<file path="config.mk">
export PLATFORM = sky130hd
export DESIGN_NAME = uapm_top
export DESIGN_NICKNAME = d
export VERILOG_FILES = /design/src/design/uapm_pkg.sv /design/src/design/uapm_top.sv
export VERILOG_INCLUDE_DIRS = /design/src /design/src/design
export SDC_FILE = /design/constraint.sdc
export NUM_CORES = 1
export LEC_CHECK = 0
export BUFFER_PORTS_ARGS = -buffer_cell sky130_fd_sc_hd__buf_4
export CAP_MARGIN = 20
export CELL_PAD_IN_SITES_DETAIL_PLACEMENT = 0
export CELL_PAD_IN_SITES_GLOBAL_PLACEMENT = 1
export CORE_UTILIZATION = 40
export DETAILED_ROUTE_END_ITERATION = 12
export PLACE_DENSITY_LB_ADDON = 0.1
export RECOVER_POWER = 25
export SLEW_MARGIN = 0
export SYNTH_ARGS = -nofsm -noshare
export SYNTH_HDL_FRONTEND = slang
export SYNTH_SLANG_ARGS = --single-unit
</file>
<file path="constraint.sdc">
create_clock -name CLK_IN -period 1.6 [get_ports CLK_IN]
set_clock_uncertainty 0.15 [all_clocks]
set_input_delay 0.08 -clock CLK_IN [delete_from_list [all_inputs] [get_ports CLK_IN]]
set_output_delay 0.08 -clock CLK_IN [all_outputs]
set_load 0.01 [all_outputs]
</file>
<file path="src/design/uapm_cfg.svh">
`ifndef UAPM_CFG_SVH
`define UAPM_CFG_SVH

// Register offsets on the plain register port.
`define UAPM_OFS_BUS_CTRL 4'h0
`define UAPM_OFS_MEM_CTRL_ONE 4'h1
`define UAPM_OFS_MEM_CTRL_TWO 4'h2
`define UAPM_OFS_GP_DIR 4'h3
`define UAPM_OFS_GP_OUT 4'h4
`define UAPM_OFS_GP_IN 4'h5
`define UAPM_OFS_STATUS 4'h6

// Field positions.
`define UAPM_BIT_HOLDER_EN 0
`define UAPM_BIT_CLK_FLOAT 0
`define UAPM_BIT_ST_EXTERNAL_MEMORY_INTERFACE 0
`define UAPM_BIT_ST_HOLD 1
`define UAPM_BIT_ST_OFF 2
`define UAPM_BIT_ST_RUN 3

// Reset values.
`define UAPM_RST_HOLDER_EN 1'h1
`define UAPM_RST_CLK_FLOAT 1'h0
`define UAPM_RST_GP_DIR 4'h0
`define UAPM_RST_GP_OUT 4'h0
`define UAPM_RST_EXTERNAL_MEMORY_INTERFACE_OUT 4'h0

// Synchroniser depth for pin inputs.
`define UAPM_SYNC_STAGES 3

`endif

</file>
<file path="src/design/uapm_pkg.sv">
package uapm_pkg;

	// Function given to the upper address pins.
	typedef enum logic {
		UAPM_FN_GPIO,
		UAPM_FN_EXTERNAL_MEMORY_INTERFACE
	} uapm_fn_t;

	// Life cycle of the pin function.
	typedef enum logic {
		UAPM_ST_CAPTURE,
		UAPM_ST_RUN
	} uapm_state_t;

	// Pad control for the four upper address pins.
	typedef struct packed {
		logic [3:0] drive;
		logic [3:0] enable;
		logic [3:0] keep;
	} uapm_pad_t;

	// Pad control for the two memory clock outputs.
	typedef struct packed {
		logic [1:0] drive;
		logic [1:0] enable;
	} uapm_clk_pad_t;

	// Register port request.
	typedef struct packed {
		logic [3:0] addr;
		logic [15:0] wdata;
		logic wr;
		logic rd;
	} uapm_reg_req_t;

endpackage : uapm_pkg

</file>
<file path="src/design/uapm_top.sv">
// Decided for this implementation: strobed register access and the register addresses.
`timescale 1ns/10ps
`include "uapm_cfg.svh"

// Functional notes
// - A low strap during reset gives the four upper pins to general-purpose I/O, a high strap gives them to memory address bits [21:18].
// - The pin function is fixed on the first clock after reset is released and kept until the next reset.
// - The bus holders are on after reset and software turns them on or off with a bit in the external bus control register.
// - While holders are on and a pin is not driven, the pin is kept at the level it last drove.
// - In general-purpose mode all four pins are inputs after reset.
// - In memory mode the pins float during reset and are driven afterwards with the address on EXTERNAL_MEMORY_INTERFACE_ADDR_IN.
// - The pins float while reset is held, whichever function is chosen.
// - The pins float while the outside party holds the bus through the hold input.
// - During bus hold each memory clock keeps running when its float select bit is 0 and floats when it is 1.
// - The pins float in off mode, which the outside party enters with test reset low, emulation pin zero high and the emulation off pin low.
// - In general-purpose mode each pin is separately an input or an output.
module uapm_top #(
	parameter int PIN_W = 4,
	parameter int CLK_W = 2
) (
	// Clock and reset
	input wire logic CLK_IN,
	input wire logic SYS_RST_IN,
	// Register port
	input wire uapm_pkg::uapm_reg_req_t REG_REQ_IN,
	output logic [15:0] REG_RDATA_OUT,
	// Upper address pins
	input wire logic [3:0] A_PIN_IN,
	output uapm_pkg::uapm_pad_t A_PAD_OUT,
	// Strap, hold and emulation pins
	input wire logic BOOT_FUNCTION_STRAP_IN,
	input wire logic BUS_HOLD_IN,
	input wire logic TEST_RESET_N_IN,
	input wire logic EMULATION_PIN_ZERO_IN,
	input wire logic EMULATION_OFF_PIN_IN,
	// External memory interface side
	input wire logic [3:0] EXTERNAL_MEMORY_INTERFACE_ADDR_IN,
	input wire logic [1:0] MEM_CLOCK_SRC_IN,
	output uapm_pkg::uapm_clk_pad_t MEMORY_CLOCK_OUTPUT_OUT,
	// General-purpose side
	output logic [3:0] GP_IN_DATA_OUT,
	output logic PIN_FUNCTION_EXTERNAL_MEMORY_INTERFACE_OUT
);
	import uapm_pkg::*;

	localparam int SYNC_W = 9;
	localparam int SYNC_N = `UAPM_SYNC_STAGES;

	// The pad structs and the register fields are laid out for four pins and two clocks.
	if (PIN_W != 4) begin : g_chk_pin_w
		$error("uapm_top: PIN_W must be 4");
	end
	if (CLK_W != 2) begin : g_chk_clk_w
		$error("uapm_top: CLK_W must be 2");
	end
	// The agree filter reads the second and third stages by index.
	if (SYNC_N != 3) begin : g_chk_sync_n
		$error("uapm_top: the pin synchroniser must have three stages");
	end

	// Synchronised pin inputs: pins, strap, hold, test reset, emulation_pin_zero, emu off.
	logic [SYNC_W-1:0] sync_raw;
	logic [SYNC_W-1:0] sync_stage [SYNC_N];
	logic [SYNC_W-1:0] filt_reg;
	logic [3:0] pin_in_s;
	logic strap_s;
	logic hold_s;
	logic trst_n_s;
	logic emulation_pin_zero_s;
	logic emu_off_s;

	assign sync_raw = {A_PIN_IN, BOOT_FUNCTION_STRAP_IN, BUS_HOLD_IN,
		TEST_RESET_N_IN, EMULATION_PIN_ZERO_IN, EMULATION_OFF_PIN_IN};

	// The chain has no reset so that the strap level is already settled when reset is released.
	always_ff @(posedge CLK_IN) begin
		sync_stage[0] <= sync_raw;
		for (int s = 1; s < SYNC_N; s++) begin
			sync_stage[s] <= sync_stage[s-1];
		end
	end

	// A change is taken only once the second and third stages agree.
	genvar gi;
	generate
		for (gi = 0; gi < SYNC_W; gi++) begin : g_filt
			always_ff @(posedge CLK_IN) begin
				if (sync_stage[1][gi] == sync_stage[2][gi]) begin
					filt_reg[gi] <= sync_stage[2][gi];
				end
			end
		end
	endgenerate

	assign pin_in_s = filt_reg[8:5];
	assign strap_s = filt_reg[4];
	assign hold_s = filt_reg[3];
	assign trst_n_s = filt_reg[2];
	assign emulation_pin_zero_s = filt_reg[1];
	assign emu_off_s = filt_reg[0];

	// Function capture.
	uapm_state_t state_reg;
	uapm_fn_t fn_reg;

	always_ff @(posedge CLK_IN or posedge SYS_RST_IN) begin
		if (SYS_RST_IN) begin
			state_reg <= UAPM_ST_CAPTURE;
		end else begin
			case (state_reg)
				UAPM_ST_CAPTURE: state_reg <= UAPM_ST_RUN;
				UAPM_ST_RUN: state_reg <= UAPM_ST_RUN;
				default: state_reg <= UAPM_ST_CAPTURE;
			endcase
		end
	end

	// The strap is read by a clocked process at the first edge after release, never by the reset itself.
	always_ff @(posedge CLK_IN or posedge SYS_RST_IN) begin
		if (SYS_RST_IN) begin
			fn_reg <= UAPM_FN_GPIO;
		end else if (state_reg == UAPM_ST_CAPTURE) begin
			fn_reg <= strap_s ? UAPM_FN_EXTERNAL_MEMORY_INTERFACE : UAPM_FN_GPIO;
		end
	end

	// Registers.
	logic holder_en_reg;
	logic [1:0] clk_float_reg;
	logic [3:0] gp_dir_reg;
	logic [3:0] gp_out_reg;
	logic [15:0] rdata_reg;

	function automatic logic hit(input uapm_reg_req_t r, input logic [3:0] ofs);
		hit = r.wr && (r.addr == ofs);
	endfunction : hit

	always_ff @(posedge CLK_IN or posedge SYS_RST_IN) begin
		if (SYS_RST_IN) begin
			holder_en_reg <= `UAPM_RST_HOLDER_EN;
		end else if (hit(REG_REQ_IN, `UAPM_OFS_BUS_CTRL)) begin
			holder_en_reg <= REG_REQ_IN.wdata[`UAPM_BIT_HOLDER_EN];
		end
	end

	always_ff @(posedge CLK_IN or posedge SYS_RST_IN) begin
		if (SYS_RST_IN) begin
			clk_float_reg <= {2{`UAPM_RST_CLK_FLOAT}};
		end else begin
			if (hit(REG_REQ_IN, `UAPM_OFS_MEM_CTRL_ONE)) begin
				clk_float_reg[0] <= REG_REQ_IN.wdata[`UAPM_BIT_CLK_FLOAT];
			end
			if (hit(REG_REQ_IN, `UAPM_OFS_MEM_CTRL_TWO)) begin
				clk_float_reg[1] <= REG_REQ_IN.wdata[`UAPM_BIT_CLK_FLOAT];
			end
		end
	end

	always_ff @(posedge CLK_IN or posedge SYS_RST_IN) begin
		if (SYS_RST_IN) begin
			gp_dir_reg <= `UAPM_RST_GP_DIR;
		end else if (hit(REG_REQ_IN, `UAPM_OFS_GP_DIR)) begin
			gp_dir_reg <= REG_REQ_IN.wdata[3:0];
		end
	end

	always_ff @(posedge CLK_IN or posedge SYS_RST_IN) begin
		if (SYS_RST_IN) begin
			gp_out_reg <= `UAPM_RST_GP_OUT;
		end else if (hit(REG_REQ_IN, `UAPM_OFS_GP_OUT)) begin
			gp_out_reg <= REG_REQ_IN.wdata[3:0];
		end
	end

	// Pin mode conditions.
	logic off_mode;
	logic running;
	logic float_all;

	assign off_mode = !trst_n_s && emulation_pin_zero_s && !emu_off_s;
	assign running = (state_reg == UAPM_ST_RUN);
	assign float_all = !running || hold_s || off_mode;

	always_ff @(posedge CLK_IN or posedge SYS_RST_IN) begin
		if (SYS_RST_IN) begin
			rdata_reg <= 16'h0000;
		end else if (REG_REQ_IN.rd) begin
			case (REG_REQ_IN.addr)
				`UAPM_OFS_BUS_CTRL: rdata_reg <= {15'h0000, holder_en_reg};
				`UAPM_OFS_MEM_CTRL_ONE: rdata_reg <= {15'h0000, clk_float_reg[0]};
				`UAPM_OFS_MEM_CTRL_TWO: rdata_reg <= {15'h0000, clk_float_reg[1]};
				`UAPM_OFS_GP_DIR: rdata_reg <= {12'h000, gp_dir_reg};
				`UAPM_OFS_GP_OUT: rdata_reg <= {12'h000, gp_out_reg};
				`UAPM_OFS_GP_IN: rdata_reg <= {12'h000, pin_in_s};
				`UAPM_OFS_STATUS: rdata_reg <= {12'h000, running, off_mode, hold_s, fn_reg == UAPM_FN_EXTERNAL_MEMORY_INTERFACE};
				default: rdata_reg <= 16'h0000;
			endcase
		end else begin
			rdata_reg <= 16'h0000;
		end
	end

	// Pad drive.
	logic [3:0] pad_drive_next;
	logic [3:0] pad_en_next;
	logic [3:0] pad_drive_reg;
	logic [3:0] pad_en_reg;
	logic [3:0] pad_keep_reg;

	always_comb begin
		pad_drive_next = pad_drive_reg;
		pad_en_next = 4'h0;
		if (!float_all) begin
			if (fn_reg == UAPM_FN_EXTERNAL_MEMORY_INTERFACE) begin
				pad_en_next = 4'hF;
				pad_drive_next = EXTERNAL_MEMORY_INTERFACE_ADDR_IN;
			end else begin
				pad_en_next = gp_dir_reg;
				// Input pins keep their old level so a later hold still restores what was last driven.
				pad_drive_next = (gp_out_reg & gp_dir_reg) | (pad_drive_reg & ~gp_dir_reg);
			end
		end
	end

	always_ff @(posedge CLK_IN or posedge SYS_RST_IN) begin
		if (SYS_RST_IN) begin
			pad_drive_reg <= `UAPM_RST_EXTERNAL_MEMORY_INTERFACE_OUT;
			pad_en_reg <= 4'h0;
			pad_keep_reg <= {4{`UAPM_RST_HOLDER_EN}};
		end else begin
			pad_drive_reg <= pad_drive_next;
			pad_en_reg <= pad_en_next;
			pad_keep_reg <= {4{holder_en_reg}} & ~pad_en_next;
		end
	end

	// Memory clock pads.
	logic [1:0] clk_drive_reg;
	logic [1:0] clk_en_reg;

	always_ff @(posedge CLK_IN or posedge SYS_RST_IN) begin
		if (SYS_RST_IN) begin
			clk_drive_reg <= 2'h0;
			clk_en_reg <= 2'h0;
		end else begin
			clk_drive_reg <= MEM_CLOCK_SRC_IN;
			if (!running || off_mode) begin
				clk_en_reg <= 2'h0;
			end else if (hold_s) begin
				clk_en_reg <= ~clk_float_reg;
			end else begin
				clk_en_reg <= 2'h3;
			end
		end
	end

	assign A_PAD_OUT.drive = pad_drive_reg;
	assign A_PAD_OUT.enable = pad_en_reg;
	assign A_PAD_OUT.keep = pad_keep_reg;
	assign MEMORY_CLOCK_OUTPUT_OUT.drive = clk_drive_reg;
	assign MEMORY_CLOCK_OUTPUT_OUT.enable = clk_en_reg;
	assign REG_RDATA_OUT = rdata_reg;
	assign GP_IN_DATA_OUT = filt_reg[8:5];
	assign PIN_FUNCTION_EXTERNAL_MEMORY_INTERFACE_OUT = (fn_reg == UAPM_FN_EXTERNAL_MEMORY_INTERFACE);

endmodule : uapm_top

</file>
# Yosys cells after proc, flatten, opt, wreduce, memory -nomap -nowiden

Memory sizes are Yosys's and may differ from the RTL's.
Index checks and enable logic that the tools add are counted.

$mul: 0
Muxes and demuxes: 8
Eq/ne operators: 15
Magnitude comparators: 0
Div/mod/pow operators: 0
$add $sub $neg: 0
Shift-type cells: 0
Reductions and logical operators: 14
Bitwise operators: 7

Operators by type and width:

| operator             | number |
|---|---|
| $pmux W4 S7          | 1 |
| $mux W16             | 1 |
| $and A4 B4 Y4        | 3 |
| $eq A4 B3 Y1 const B | 3 |
| $mux W4              | 3 |
| $eq A1 B1 Y1         | 9 |
| $eq A4 B2 Y1 const B | 2 |
| $not A4 Y4           | 2 |
| $logic_and A1 B1 Y1  | 7 |
| $eq A4 B1 Y1 const B | 1 |
| $logic_not A4 Y1     | 1 |
| $mux W2              | 2 |
| $or A4 B4 Y4         | 1 |
| $logic_not A1 Y1     | 3 |
| $logic_or A1 B1 Y1   | 3 |
| $not A2 Y2           | 1 |
| $mux W1              | 1 |

Bits in latches: 0
ROM bits: 0
Logic and storage cells: 67
Output and inout bits: 37
RAM bits: 27
Memories kept: 1
Flip-flop bits (word level): 54

Memory list:

| name       | words | bits a word | read ports | clocked after Yosys merged registers in | write ports | line           | source |
|---|---|---|---|---|---|---|---|
| sync_stage | 3     | 9           | 3          | 0                                       | 3           | uapm_top.sv:63 | `logic [SYNC_W-1:0] sync_stage [SYNC_N];` |

# Longest topological paths before layout

Depth after elaboration: 7
Mapped depth: 5
Mapped depth without buffers: 3

# Least setup slack after synthesis

Ideal clock, no wire load.

Path kind: register to register
Start: reg filt_reg[0], in the netlist emu_off_s, read port of sync_stage
End: reg with a tool-made name
Arrival: 1,047 ps
Path slack: 270 ps
Clock period less this slack: 1,330 ps
Stages on the path, launching flop included: 4
Path buffers: 0
Path through: edfxtp_1 -> or3b_1 -> a32oi_1 -> o211ai_1

RTL lines:

| element     | line           | source |
|---|---|---|
| from (decl) | uapm_top.sv:64 | `logic [SYNC_W-1:0] filt_reg;` |

# Worst setup path after layout

Start: in REG_REQ_IN[2] (netlist name)
End: reg gp_out_reg[0]

RTL lines:

| element              | line            | source |
|---|---|---|
| from (decl)          | uapm_top.sv:25  | `input wire uapm_pkg::uapm_reg_req_t REG_REQ_IN,` |
| to (signal assigned) | uapm_top.sv:169 | `` gp_out_reg <= `UAPM_RST_GP_OUT; `` |
| to (signal assigned) | uapm_top.sv:171 | `gp_out_reg <= REG_REQ_IN.wdata[3:0];` |
| to (decl)            | uapm_top.sv:131 | `logic [3:0] gp_out_reg;` |

No word-level cell between the ends.

==> flow_summary.ini <==
[worst_hold_path]
whs_path_depth = 4
hp-start = REG_REQ_IN[19]
hold-path-endpoint = REG_RDATA_OUT[0]
min_path_type = input pin to flip-flop

[pwr]
p_per_area_nw_per_um2 = 1250
power.leakage_uw = 0.00155
max-vdd-ir-drop_mv = 0.795

[logic_synthesis]
ys_types = 44
seq_area_frac_synth_pct = 64.7
syn_area_um2 = 2540
yosys_most_used_dff = dfrtp_1
ys_ff_latch = 69
yosysWarnings = 0
syn_inst = 190
syn_area_per_cell_um2 = 13.4
async_reset_ff_share_pct = 47.8
synth_edf_count = 9

[die]
dieArea_um2 = 6670
die_x_um = 81.7
dieHeight_um = 81.7
rows = 28
io_pins = 76
core_area_um2 = 6030
start_util_pct = 42.2

[setup_path]
path_common_cell = dlygate4sd3_1
r2r_cells = 2
worst_path_max_delay_cell = dlygate4sd3_1
rrSetupSlack_ns = 0.08
timing.rr.start = gp_out_reg[1]
slowest_delay_ns = 0.55
start_kind = input pin
cp.required_ns = 1.68
crit_path_end_kind = flip-flop
criticalPathCategory = input pin to flip-flop
cp_max_fo = 5
worstPathCellList = dlygate4sd3_1, buf_4, mux2_1, dlygate4sd3_1
crit_arrival_ns = 1.61
r2r_end = gp_out_reg[1]

[layout]
synthToLayoutAreaGrowth_pct = 36.8
final_cell_mix = buf_4, dfrtp_1, dlygate4sd3_1, dfxtp_1, conb_1
layout_commonest_cell = buf_4
top_register = sync_stage
largest_reg_flops = 27
fin_util_pct = 57.7
diodes = 0
nets = 316
fillCellCount = 559
drive_above_1_share_pct = 32.6

[clocking]
cts_sinks = 69
cts_max_path_buffers = 2
cts-buffers-inserted = 9
clkLatencyLatePin_ns = 0.34
cts_max_level = 3
cts_tree = built
clock_tree.root_cell = clkbuf_8
cts.clk_slew.worst_paths_ns = 0.08
cts_resized = 0

[sta]
fmax_ghz = 0.655
setup_viol = 0
finalCriticalPeriod_ns = 1.53
tns_ns = 0
drv_slew = 0
hold_viol_final = 0
rsz0062_at_grt = no
period_share_pct = 95.4

[route]
wl_per_cell_um = 12.9
ant_nets = 0
dr_wl_met2_um = 2240
met3_length_um = 180
via_per_inst = 4.63
totalWireLength_um = 4600
vias = 1652
drtIter0Drc = 39
drt-pass1-iter-count = 4
drc_errors = 0
top_layer_used = met4
met1_length_um = 2110

[global_route]
grt_max_degree = 34
overflow = 0
antenna_found_initial = 0
grt_pass1_wl_um = 7450
grt.total_usage_pct = 15.7
grt_pass1_vias = 1616

[status]
status = complete, no violations

[run]
drv_cap = 0

[placed_design]
io_buffers = 51
place_hpwl_um = 3050
gp_congestion = 0.773
## timing repair
item | in CTS | in global routing
setup buffers | 0 | 0
endpoints found under the setup margin | 0 | 0
hold buffers | 28 | 0
hold endpoints to repair | 63 | 0
## layout make-up
cell class	instances	area [µm²]	share of cell area [%]
Clock buffer	11	141	4.07
Clock inverter	5	83.8	2.41
Inverter	3	11.3	0.324
Multi-Input combinational cell	111	797	22.9
Sequential cell	69	1640	47.3
Tap cell	75	93.8	2.70
Timing Repair Buffer	83	706	20.3
## cell usage after synthesis (all sizes together) (4+ instances only)
master	number	area share [%]
a21oi	7	1.4
and3b	6	2.1
buf	17	5.0
dfrtp	28	28
dfstp	5	5.2
dfxtp	27	21
edfxtp	9	11
mux2	14	6.8
nand2	6	0.89
nor2	9	1.3
nor2b	7	1.7
nor3b	4	1.6
o21ai	4	0.79
xnor2	9	3.1
## cells by family (layout without fill, tap and decap cells)
kind of cell	Yosys count	after routing	synth area share, %
flip-flops	69	69	64.7
buffers and inverters	21	102	5.57
other	2	13	0.296
XOR/XNOR	9	9	3.10
multiplexers	17	17	7.98
AO/OA/AOI/OAI	21	21	5.27
AND/OR/NAND/NOR	51	51	13.1
## per-layer routing
| layer | vias to the layer above | GRT usage [%] |
|---|---|---|
| met1 | 793 | 19.2 |
| met3 | 8 | 3.67 |
| li1 | 803 | - |
| met4 | 0 | 11.1 |
| met2 | 48 | 24.5 |
| met5 | - | 0 |
## worst max path at each step
stage	slack [ns]	to	cells after the start	from
floorplan	0.27	flip-flop	3	emu_off_s
global placement	0.19	flip-flop	3	hold_s
detailed placement	0.15	flip-flop	3	emu_off_s
CTS	0.08	gp_out_reg[1]	2	gp_out_reg[1]
global route	0.03	gp_out_reg[0]	4	REG_REQ_IN[2]
finish	0.07	gp_out_reg[0]	4	REG_REQ_IN[2]
## worst max-delay path, delay by kind of cell
family                 cells  cell delay, ns
multiplexers               1            0.27
buffers and inverters      3            1.26
## report_power, final
group | internal [µW] | switching, µW
clock | 926 | 655
sequential | 1990 | 136
combinational | 393 | 255
total | 3310 | 1050
## per-stage QoR
stage	cells	cell area (µm²)	setup WS, ns	hold WS, ns	total power [µW]
3_3_place_gp	313	2970	0.185	0.0345	2730
2_1_floorplan	201	2580	0.270	-0.0423	2470
3_5_place_dp	313	2970	0.151	0.0354	2740
5_1_grt	357	3480	0.0318	0.0532	4570
6_report	357	3480	0.0729	0.0232	4360
4_1_cts	357	3480	0.0789	0.00126	4420
Power figures use the tool's default switching activity.
